[src/shared/indicator_pkg.sv]
// Constants for the analog indicator loop status bit bank
package indicator_pkg;
  localparam int unsigned COIL_W          = 16;
  localparam logic [15:0] COIL_BASE       = 16'd296;
  localparam logic [15:0] COIL_LOOP_STEP  = 16'd48;
  localparam logic [15:0] COIL_WORD2_OFS  = 16'd16;
  localparam int unsigned LOOP_W          = 4;
  localparam logic [1:0]  WORD_SEL_ONE    = 2'h0;
  localparam logic [1:0]  WORD_SEL_TWO    = 2'h1;
  localparam logic [1:0]  WORD_SEL_NONE   = 2'h2;
  localparam int unsigned ALARMS          = 4;
  localparam int unsigned BIT_ACTIVE      = 0;
  localparam int unsigned BIT_UNACKED     = 1;
  localparam int unsigned BIT_ENABLED     = 2;
  localparam int unsigned BIT_OFF_SERVICE = 12;
  localparam int unsigned BIT_BUTTON_ONE  = 13;
  localparam int unsigned BIT_BUTTON_TWO  = 14;
  localparam int unsigned BIT_BUTTON_THREE = 15;
  localparam int unsigned BIT_CONFIG_CHG  = 13;
  localparam int unsigned BIT_UNACK_EVT   = 14;
  localparam int unsigned BIT_ACTIVE_EVT  = 15;
  localparam logic [15:0] WORD_ONE_RESET  = 16'h0000;
  localparam logic [15:0] WORD_TWO_RESET  = 16'h0000;
  localparam logic [2:0]  BUTTON_RESET    = 3'h0;
endpackage : indicator_pkg

[src/logic/analog_indicator_loop.sv]
// Status bit bank of one analog indicator loop, word and coil access
`timescale 1ns/10ps
module analog_indicator_loop (
  // Clock and reset
  input  wire logic        core_clk,
  input  wire logic        rst_n,
  // Loop identity and scan
  input  wire logic [3:0]  loop_number,
  input  wire logic        scan_tick,
  // Word access
  input  wire logic        word_wr,
  input  wire logic        word_sel,
  input  wire logic [15:0] word_wdata,
  // Coil access
  input  wire logic        coil_wr,
  input  wire logic        coil_rd,
  input  wire logic [15:0] coil_addr,
  input  wire logic        coil_wdata,
  // Alarm and event sources
  input  wire logic [7:0]  alarm_active,
  input  wire logic [7:0]  alarm_raise,
  input  wire logic        config_changed_flag,
  input  wire logic        active_event_flag,
  input  wire logic        loop_event_raise,
  input  wire logic [2:0]  button_sustained,
  // Outputs
  output logic [15:0]      loop_alarm_and_switch_word,
  output logic [15:0]      loop_alarm_and_event_word,
  output logic             coil_rdata,
  output logic             coil_hit,
  output logic [7:0]       alarm_unacked,
  output logic [7:0]       alarm_enabled,
  output logic             first_word_alarms_off_service,
  output logic             second_word_alarms_off_service,
  output logic             unacked_event_flag,
  output logic [2:0]       switch_input_state
);
  logic [15:0] loop_base;
  logic [15:0] coil_ofs;
  logic [1:0]  coil_word;
  logic [3:0]  coil_bit;
  logic [15:0] wr_data;
  logic [15:0] wr_mask1;
  logic [15:0] wr_mask2;
  logic [15:0] next_w1;
  logic [15:0] next_w2;
  logic [7:0]  alarm_act_q;
  logic        cfg_q;
  logic        act_evt_q;
  logic [2:0]  press;

  // Coil address decode
  always_comb begin
    loop_base = package_base(loop_number);
    coil_ofs  = coil_addr - loop_base;
    coil_bit  = coil_ofs[3:0];
    if (coil_addr < loop_base || coil_ofs >= 16'd32) begin
      coil_word = indicator_pkg::WORD_SEL_NONE;
    end else if (coil_ofs < indicator_pkg::COIL_WORD2_OFS) begin
      coil_word = indicator_pkg::WORD_SEL_ONE;
    end else begin
      coil_word = indicator_pkg::WORD_SEL_TWO;
    end
  end

  function automatic logic [15:0] package_base(input logic [3:0] n);
    logic [15:0] idx;
    idx = {12'h000, n} - 16'd1;
    return indicator_pkg::COIL_BASE + 16'(idx * indicator_pkg::COIL_LOOP_STEP);
  endfunction : package_base

  // Write masks and data for either word
  always_comb begin
    wr_data  = 16'h0000;
    wr_mask1 = 16'h0000;
    wr_mask2 = 16'h0000;
    if (word_wr) begin
      wr_data = word_wdata;
      if (word_sel) begin
        wr_mask2 = 16'hFFFF;
      end else begin
        wr_mask1 = 16'hFFFF;
      end
    end else if (coil_wr) begin
      wr_data = {16{coil_wdata}};
      if (coil_word == indicator_pkg::WORD_SEL_ONE) begin
        wr_mask1 = 16'h0001 << coil_bit;
      end else if (coil_word == indicator_pkg::WORD_SEL_TWO) begin
        wr_mask2 = 16'h0001 << coil_bit;
      end
    end
  end

  // Alarm triplets, unacked bit set by the alarm block winning over a clear
  generate
    for (genvar a = 0; a < indicator_pkg::ALARMS * 2; a++) begin : g_alarm
      localparam int unsigned P = (a % 4) * 3;
      logic m_n;
      logic m_e;
      logic d_n;
      logic d_e;
      assign m_n = (a < 4) ? wr_mask1[P + indicator_pkg::BIT_UNACKED]
                           : wr_mask2[P + indicator_pkg::BIT_UNACKED];
      assign m_e = (a < 4) ? wr_mask1[P + indicator_pkg::BIT_ENABLED]
                           : wr_mask2[P + indicator_pkg::BIT_ENABLED];
      assign d_n = wr_data[P + indicator_pkg::BIT_UNACKED];
      assign d_e = wr_data[P + indicator_pkg::BIT_ENABLED];
      always_ff @(posedge core_clk or negedge rst_n) begin
        if (!rst_n) begin
          alarm_unacked[a] <= 1'b0;
        end else if (alarm_raise[a]) begin
          alarm_unacked[a] <= 1'b1;
        end else if (m_n) begin
          alarm_unacked[a] <= d_n;
        end
      end
      always_ff @(posedge core_clk or negedge rst_n) begin
        if (!rst_n) begin
          alarm_enabled[a] <= 1'b0;
        end else if (m_e) begin
          alarm_enabled[a] <= d_e;
        end
      end
    end
  endgenerate

  // Read-only sources sampled, writes never reach them
  always_ff @(posedge core_clk or negedge rst_n) begin
    if (!rst_n) begin
      alarm_act_q <= 8'h00;
      cfg_q       <= 1'b0;
      act_evt_q   <= 1'b0;
    end else begin
      alarm_act_q <= alarm_active;
      cfg_q       <= config_changed_flag;
      act_evt_q   <= active_event_flag;
    end
  end

  // Out-of-service controls
  always_ff @(posedge core_clk or negedge rst_n) begin
    if (!rst_n) begin
      first_word_alarms_off_service  <= 1'b0;
      second_word_alarms_off_service <= 1'b0;
    end else begin
      if (wr_mask1[indicator_pkg::BIT_OFF_SERVICE]) begin
        first_word_alarms_off_service <= wr_data[indicator_pkg::BIT_OFF_SERVICE];
      end
      if (wr_mask2[indicator_pkg::BIT_OFF_SERVICE]) begin
        second_word_alarms_off_service <= wr_data[indicator_pkg::BIT_OFF_SERVICE];
      end
    end
  end

  // Unacknowledged event flag, event set wins over a write
  always_ff @(posedge core_clk or negedge rst_n) begin
    if (!rst_n) begin
      unacked_event_flag <= 1'b0;
    end else if (loop_event_raise) begin
      unacked_event_flag <= 1'b1;
    end else if (wr_mask2[indicator_pkg::BIT_UNACK_EVT]) begin
      unacked_event_flag <= wr_data[indicator_pkg::BIT_UNACK_EVT];
    end
  end

  // Pushbutton presses from writes of one
  generate
    for (genvar b = 0; b < 3; b++) begin : g_button
      assign press[b] = wr_mask1[indicator_pkg::BIT_BUTTON_ONE + b]
                      & wr_data[indicator_pkg::BIT_BUTTON_ONE + b];
      button_switch u_switch (
        .core_clk           (core_clk),
        .rst_n              (rst_n),
        .scan_tick          (scan_tick),
        .press              (press[b]),
        .sustained          (button_sustained[b]),
        .switch_input_state (switch_input_state[b])
      );
    end
  endgenerate

  // Word assembly
  always_comb begin
    next_w1 = indicator_pkg::WORD_ONE_RESET;
    next_w2 = indicator_pkg::WORD_TWO_RESET;
    for (int i = 0; i < 4; i++) begin
      next_w1[i*3 + indicator_pkg::BIT_ACTIVE]  = alarm_act_q[i];
      next_w1[i*3 + indicator_pkg::BIT_UNACKED] = alarm_unacked[i];
      next_w1[i*3 + indicator_pkg::BIT_ENABLED] = alarm_enabled[i];
      next_w2[i*3 + indicator_pkg::BIT_ACTIVE]  = alarm_act_q[i+4];
      next_w2[i*3 + indicator_pkg::BIT_UNACKED] = alarm_unacked[i+4];
      next_w2[i*3 + indicator_pkg::BIT_ENABLED] = alarm_enabled[i+4];
    end
    next_w1[indicator_pkg::BIT_OFF_SERVICE]  = first_word_alarms_off_service;
    next_w1[indicator_pkg::BIT_BUTTON_ONE]   = switch_input_state[0];
    next_w1[indicator_pkg::BIT_BUTTON_TWO]   = switch_input_state[1];
    next_w1[indicator_pkg::BIT_BUTTON_THREE] = switch_input_state[2];
    next_w2[indicator_pkg::BIT_OFF_SERVICE]  = second_word_alarms_off_service;
    next_w2[indicator_pkg::BIT_CONFIG_CHG]   = cfg_q;
    next_w2[indicator_pkg::BIT_UNACK_EVT]    = unacked_event_flag;
    next_w2[indicator_pkg::BIT_ACTIVE_EVT]   = act_evt_q;
  end

  always_ff @(posedge core_clk or negedge rst_n) begin
    if (!rst_n) begin
      loop_alarm_and_switch_word <= indicator_pkg::WORD_ONE_RESET;
      loop_alarm_and_event_word  <= indicator_pkg::WORD_TWO_RESET;
    end else begin
      loop_alarm_and_switch_word <= next_w1;
      loop_alarm_and_event_word  <= next_w2;
    end
  end

  // Coil read
  always_ff @(posedge core_clk or negedge rst_n) begin
    if (!rst_n) begin
      coil_rdata <= 1'b0;
      coil_hit   <= 1'b0;
    end else begin
      coil_hit   <= coil_rd && coil_word != indicator_pkg::WORD_SEL_NONE;
      coil_rdata <= 1'b0;
      if (coil_rd && coil_word == indicator_pkg::WORD_SEL_ONE) begin
        coil_rdata <= next_w1[coil_bit];
      end else if (coil_rd && coil_word == indicator_pkg::WORD_SEL_TWO) begin
        coil_rdata <= next_w2[coil_bit];
      end
    end
  end
endmodule : analog_indicator_loop

[src/logic/button_switch.sv]
// One pushbutton switch: sustained toggle or momentary one-scan closure
`timescale 1ns/10ps
module button_switch (
  // Clock and reset
  input  wire logic core_clk,
  input  wire logic rst_n,
  // Control
  input  wire logic scan_tick,
  input  wire logic press,
  input  wire logic sustained,
  // State
  output logic      switch_input_state
);
  logic pending;

  // Latch a press until the next scan
  always_ff @(posedge core_clk or negedge rst_n) begin
    if (!rst_n) begin
      pending <= 1'b0;
    end else if (press) begin
      pending <= 1'b1;
    end else if (scan_tick) begin
      pending <= 1'b0;
    end
  end

  always_ff @(posedge core_clk or negedge rst_n) begin
    if (!rst_n) begin
      switch_input_state <= 1'b0;
    end else if (scan_tick) begin
      if (sustained) begin
        if (pending) begin
          switch_input_state <= ~switch_input_state;
        end
      end else begin
        switch_input_state <= pending;
      end
    end
  end
endmodule : button_switch

[config.mk]
export PLATFORM = sky130hd
export DESIGN_NAME = analog_indicator_loop
export DESIGN_NICKNAME = d
export VERILOG_FILES = /design/src/shared/indicator_pkg.sv /design/src/logic/analog_indicator_loop.sv /design/src/logic/button_switch.sv
export SDC_FILE = /design/constraint.sdc
export NUM_CORES = 1
export LEC_CHECK = 0
export BUFFER_PORTS_ARGS = -buffer_cell sky130_fd_sc_hd__buf_4
export CAP_MARGIN = 40
export CORE_ASPECT_RATIO = 0.6
export CORE_MARGIN = 3
export CORE_UTILIZATION = 47
export DETAILED_ROUTE_END_ITERATION = 10
export MAX_ROUTING_LAYER = met4
export PLACE_DENSITY = 0.77
export SYNTH_ARGS = -nofsm -noshare
export SYNTH_HDL_FRONTEND = slang
export SYNTH_SLANG_ARGS = --single-unit
[constraint.sdc]
create_clock -name core_clk -period 1.7 [get_ports core_clk]
set_input_delay 0.085 -clock core_clk [delete_from_list [all_inputs] [get_ports core_clk]]
set_output_delay 0.085 -clock core_clk [all_outputs]
set_load 0.1 [all_outputs]
==> results.cfg, run 1 <==
[outcome]
status = finished, violations left
violations = setup timing

[critical_path]
crit_chain = buf_8 > clkinvlp_4 > ha_4 > xor2_4 > inv_2 > fa_2 > xor2_2 > nor3_4 > nor2_4 > xnor2_2 > ha_4 > nand3_4 > a211oi_2 > o22ai_2 > xnor2_2 > nor4b_4 > buf_4 > nand4_4 > buf_6 > nor3b_4 > a31o_2
cp.required_ps = 1980
crit_family = simple AND/OR/NAND/NOR gates
crit_type = input pin to flop
crit_fanout = 8
cp_slowest_cell = fa_2
rrSetupSlack_ps = -340
cp_num_buf_inv = 5
end_kind = flop
start_kind = input pin
cp.arrival_ps = 4410
critPathMaxStageDelay_ps = 380

[synth]
synthArstFlopShare = 1.00
synth_fp_nets = 472
synth_top_area_share = 0.433
yosys-top-cells-count = 69 x dfrtp_1, 43 x nand2_1, 28 x o21ai_0, 25 x a21oi_1, 25 x nor2_1
syn_area_per_cell_um2 = 10.3
synth_cells = 387
synth_edf_count = 0
synth.area.top_cells = dfrtp_1 43%, ha_1 5.3%, mux4_2 4.5%
synth.largest_area_cell = dfrtp_1
yosysMostFrequentCell = dfrtp_1
ys_warn_count = 0
ys.flop_type = dfrtp_1
syn-cell-area_um2 = 3990
synthDistinctLibCells = 65
synth-seq-cells = 69
yosysSeqAreaShare = 0.433

[power_and_ir_drop]
pwr-share-seq = 0.220
pwr-share-clk = 0.269
switching_share = 0.421
p_per_area_nw_per_um2 = 1230
combPwrFrac = 0.510
switchingPower_mw = 3.65
p_leak_nw = 3.20
intPower_mw = 5.01
ir_worst_vdd_uv = 614
finalPower_mw = 8.66

[sta]
maxSlewHeadroom = 0.473
finalWorstSetupSlack_ps = -2430
fin_crit_ps = 4130
rsz0062_at_grt = true
fin_crit_sh = 2.43
max_freq_mhz = 242
timing.hold.ws_ps = 39.6
drv_slew = 0
tightest_slew_ps = 790
final-hold-violation-count = 0
skew_ps = 9.99
setup_violations = 24

[place]
hpwlAfterDp_um = 10500
io_buffers = 117
dp.cells = 696
globalplace.congestion = 1.01

[global_route]
grt_pass1_wl_um = 25300
first_global_vias = 4583
track_usage = 0.347
grt_max_degree = 39
antenna_found_initial = 0
overflow = 0

[cts]
htree_levels = 3
cts.reportedPaths.clkPinSlew_ps = 60
clkSinkCount = 69
numCtsBuffers = 9
cts_buffer_depth = 2
clk_latency_ps = 350
cts_root_buf = clkbuf_16
cts_tree = done

[floorplanning]
core_area_um2 = 8070
die_w_um = 125
fp.dieH_um = 77.4
io_pins = 122
start_util = 0.494
die_area_um2 = 9660
std_cell_rows = 25

[detailed_routing]
ant_nets = 0
dr.pass1.iters = 6
dr_total_vias = 4779
drt-initial-drc-count = 833
drc = 0
drt_wl_total_um = 18700
drt-wirelength-per-cell_um = 25.1
via_per_inst = 6.40

[final_layout]
drive_gt1_frac = 0.571
nNetsFinal = 719
fin_cells = 747
syn2layout_area_growth_pct = 76.4
num_antenna_cells = 0

[hold_path]
hp-class = input pin to flop

[job]
maxCapViolCount = 0
==> tightest hold or removal path, stage by stage <==
cell	delay (ps)
buf_4	90
nor2_1	40
mux2i_1	110
==> per-stage QoR <==
step           setup TNS [ps]  setup WS, ps   util  area [um^2]
2_1_floorplan          -47610         -2140      -         4160
3_3_place_gp           -60850         -2670  0.724         5840
4_1_cts                -49370         -2130  0.834         6730
3_5_place_dp           -62280         -2730  0.724         5840
5_1_grt                -58370         -2540  0.871         7030
6_report               -55890         -2430  0.871         7030
==> power by group through the flow <==
stage	Clock, mW	Sequential, mW	Combinational [mW]
6_report	2.33	1.91	4.42
5_1_grt	2.41	1.92	4.55
4_1_cts	2.29	1.88	3.86
3_5_place_dp	0	1.91	3.51
3_3_place_gp	0	1.90	3.48
2_1_floorplan	0	2.91	1.30
==> flip-flops by register name (all words and copies together) (netlist names) <==
register	cells
first_word_alarms_off_service	1
unacked_event_flag	1
cfg_q	1
coil_rdata	1
act_evt_q	1
g_button.u_switch.switch_input_state	3
alarm_unacked	8
loop_alarm_and_switch_word	16
alarm_enabled	8
coil_hit	1
g_button.u_switch.pending	3
loop_alarm_and_event_word	16
second_word_alarms_off_service	1
alarm_act_q	8
==> cell type report <==
| class | instances | area [um^2] |
|---|---|---|
| Clock buffer | 10 | 229 |
| Clock inverter | 6 | 134 |
| Fill cell | 353 | 1040 |
| Inverter | 19 | 77.6 |
| Multi-Input combinational cell | 284 | 2760 |
| Sequential cell | 69 | 1730 |
| Tap cell | 108 | 135 |
| Timing Repair Buffer | 251 | 1970 |
==> worst paths after layout <==
path | cells past startpoint | from | end
worst max-delay path | 21 | loop_number[1] | g_button[0].u_switch.pending
worst min-delay path | 3 | alarm_raise[3] | alarm_unacked[3]
worst max register to register | 4 | g_button[2].u_switch.switch_input_state | coil_rdata
worst min register to register | 0 | alarm_act_q[3] | loop_alarm_and_switch_word[9]
max in group asynchronous | 3 | rst_n | loop_alarm_and_switch_word[10]
min in group asynchronous | 2 | rst_n | alarm_act_q[0]
==> timing repair <==
item                                    in CTS  in global routing
endpoints found under the setup margin      24                 24
pin swaps                                   36                 35
setup buffers                               14                  8
resized for setup                           57                 48
hold buffers                                16                  0
hold endpoints to repair                    53                  0
==> cell families after synthesis <==
| kind of cell | after synthesis | synth area share |
|---|---|---|
| XOR/XNOR | 13 | 0.0286 |
| buffers and inverters | 34 | 0.0373 |
| flip-flops | 69 | 0.433 |
| multiplexers | 29 | 0.110 |
| adder cells (fa/ha/maj) | 19 | 0.0634 |
| AND/OR/NAND/NOR | 126 | 0.169 |
| AO/OA/AOI/OAI | 97 | 0.158 |
==> routing by layer <==
layer	GRT usage	share of wire	wire, um
met5	-	0	0
met4	0.117	0.054	1000
met3	0.102	0.14	2570
met2	0.523	0.43	8040
met1	0.455	0.38	7100
==> cell usage in the layout, fill, tap and decap left out, types with 4 or more instances in the layout <==
master,Yosys,layout
nor2_1,25,23
ha_1,17,7
nand2_2,0,4
nand3_1,8,6
nand2b_1,5,4
a21oi_1,25,15
a21oi_2,0,6
or3_1,6,5
o31ai_4,0,4
xor2_1,8,5
o21ai_0,28,16
nor3_4,1,6
bufinv_16,0,4
mux4_2,8,8
a21oi_4,0,4
dlygate4sd3_1,0,16
inv_1,19,15
o21ai_2,0,7
mux2_4,0,10
dfrtp_1,69,69
buf_6,1,8
nand2_1,43,38
nor3_1,14,7
ha_4,0,8
o21ai_1,2,4
clkbuf_16,0,9
a211oi_2,0,4
buf_4,3,225
mux2i_1,6,5
Note: power is estimated with default switching activity, not from simulation.
==> run 2: changes to the inputs <==
--- a/config.mk
+++ b/config.mk
@@ -13,6 +13,7 @@
 export DETAILED_ROUTE_END_ITERATION = 10
 export MAX_ROUTING_LAYER = met4
 export PLACE_DENSITY = 0.77
+export RECOVER_POWER = 50
 export SYNTH_ARGS = -nofsm -noshare
 export SYNTH_HDL_FRONTEND = slang
 export SYNTH_SLANG_ARGS = --single-unit
==> results.cfg, run 2 (synthesis results as in run 1) <==
[cts]
cts_tree = done
clkSinkCount = 69
clk_latency_ps = 340
cts_buffer_depth = 2
htree_levels = 3
numCtsBuffers = 9
cts.reportedPaths.clkPinSlew_ps = 50
cts_root_buf = clkbuf_16

[final_layout]
nNetsFinal = 719
nFillCells = 388
num_antenna_cells = 0
layout_commonest_cell = buf_4
final_cell_mix = 191 x buf_4, 69 x dfrtp_1, 38 x nand2_1
drive_gt1_frac = 0.537
syn2layout_area_growth_pct = 73.9
reg_top3 = loop_alarm_and_event_word: 16 flops, loop_alarm_and_switch_word: 16 flops

[sta]
fin_crit_sh = 2.45
setup_violations = 24
timing.hold.ws_ps = 41.5
fin_crit_ps = 4160
finalWorstSetupSlack_ps = -2460
skew_ps = 10.7
max_freq_mhz = 240
final-hold-violation-count = 0
tightest_slew_ps = 893
rsz0062_at_grt = true
drv_slew = 0
maxSlewHeadroom = 0.404

[global_route]
antenna_found_initial = 0
overflow = 0
track_usage = 0.347
grt_max_degree = 39
grt_pass1_wl_um = 25300
first_global_vias = 4583

[hold_path]
hp-class = input pin to flop

[floorplanning]
io_pins = 122
die_w_um = 125
start_util = 0.494
core_area_um2 = 8070
std_cell_rows = 25
fp.dieH_um = 77.4
die_area_um2 = 9660

[detailed_routing]
drt-wirelength-per-cell_um = 24.9
drc = 0
dr_total_vias = 4788
drt-initial-drc-count = 715
dr.pass1.iters = 6
ant_nets = 0
drt_wl_total_um = 18600
via_per_inst = 6.41

[power_and_ir_drop]
switchingPower_mw = 3.63
intPower_mw = 4.95
ir_worst_vdd_uv = 608
p_leak_nw = 3.12
pwr-share-clk = 0.270
pwr-share-seq = 0.222
combPwrFrac = 0.507
p_per_area_nw_per_um2 = 1240
switching_share = 0.423

[place]
globalplace.congestion = 1.01
io_buffers = 117
hpwlAfterDp_um = 10500
pre_cts_slack_ps = -2730

[critical_path]
cp.required_ps = 1980
cp.arrival_ps = 4440
end_kind = flop
crit_type = input pin to flop
start_kind = input pin
crit_fanout = 7

[job]
maxCapViolCount = 0

[outcome]
status = finished, violations left
violations = setup timing
[run 2: cell type report]
type | count | area, um^2 | share of cell area
Clock buffer | 10 | 229 | 0.0330
Clock inverter | 6 | 134 | 0.0193
Inverter | 19 | 77.6 | 0.0112
Multi-Input combinational cell | 284 | 2760 | 0.397
Sequential cell | 69 | 1730 | 0.249
Tap cell | 108 | 135 | 0.0195
Timing Repair Buffer | 251 | 1880 | 0.271
[run 2: metal layers]
layer,part of all wire,GRT usage,up-vias
met5,0,-,-
met4,0.045,0.117,0
met3,0.13,0.102,110
met2,0.44,0.523,481
met1,0.39,0.455,2283
li1,-,-,1914
[run 2: critical path, stage by stage]
cell	delay, ps
buf_8	100
clkinvlp_4	100
ha_4	180
nor2b_2	210
nor2b_2	210
ha_2	350
xnor2_4	310
buf_4	170
buf_4	110
xor2_2	70
ha_4	320
a21oi_4	80
buf_4	150
nor3_4	200
a211oi_2	90
a21oi_1	280
nor4b_4	320
buf_4	220
nand4_4	220
buf_6	200
nor3b_4	240
a31o_2	190
[run 2: repair_timing]
item / CTS / global route
resized for setup: 57 / 48
endpoints found under the hold margin: 53 / 0
hold buffers: 16 / 0
setup endpoints to repair: 24 / 24
pin swaps: 36 / 35
setup buffers: 14 / 8
[run 2: worst paths after layout]
path,end,startpoint,cells after the start,slack (ps)
worst max register to register,coil_rdata,g_button[2].u_switch.switch_input_state,4,-340
max in group asynchronous,g_button[0].u_switch.switch_input_state,rst_n,3,300
min in group asynchronous,alarm_act_q[0],rst_n,2,410
worst min register to register,loop_alarm_and_switch_word[9],alarm_act_q[3],0,380
worst max-delay path,g_button[0].u_switch.pending,loop_number[1],22,-2460
worst min-delay path,g_button[2].u_switch.pending,coil_wdata,2,40
[run 2: stage by stage]
step | std cells | total power, mW | area [um^2] | util | TNS, ps
5_1_grt | 747 | 8.81 | 6940 | 0.859 | -58370
3_5_place_dp | 696 | 5.42 | 5840 | 0.724 | -62280
3_3_place_gp | 696 | 5.38 | 5840 | 0.724 | -60850
2_1_floorplan | 387 | 4.21 | 4160 | - | -47610
6_report | 747 | 8.57 | 6940 | 0.859 | -56460
4_1_cts | 741 | 8.04 | 6730 | 0.834 | -49370
[run 2: power by group through the flow]
stage	Sequential, mW	Combinational (mW)	Clock, mW
finish	1.91	4.35	2.32
global placement	1.90	3.48	0
CTS	1.88	3.86	2.29
detailed placement	1.91	3.51	0
floorplan	2.91	1.30	0
global route	1.92	4.49	2.41
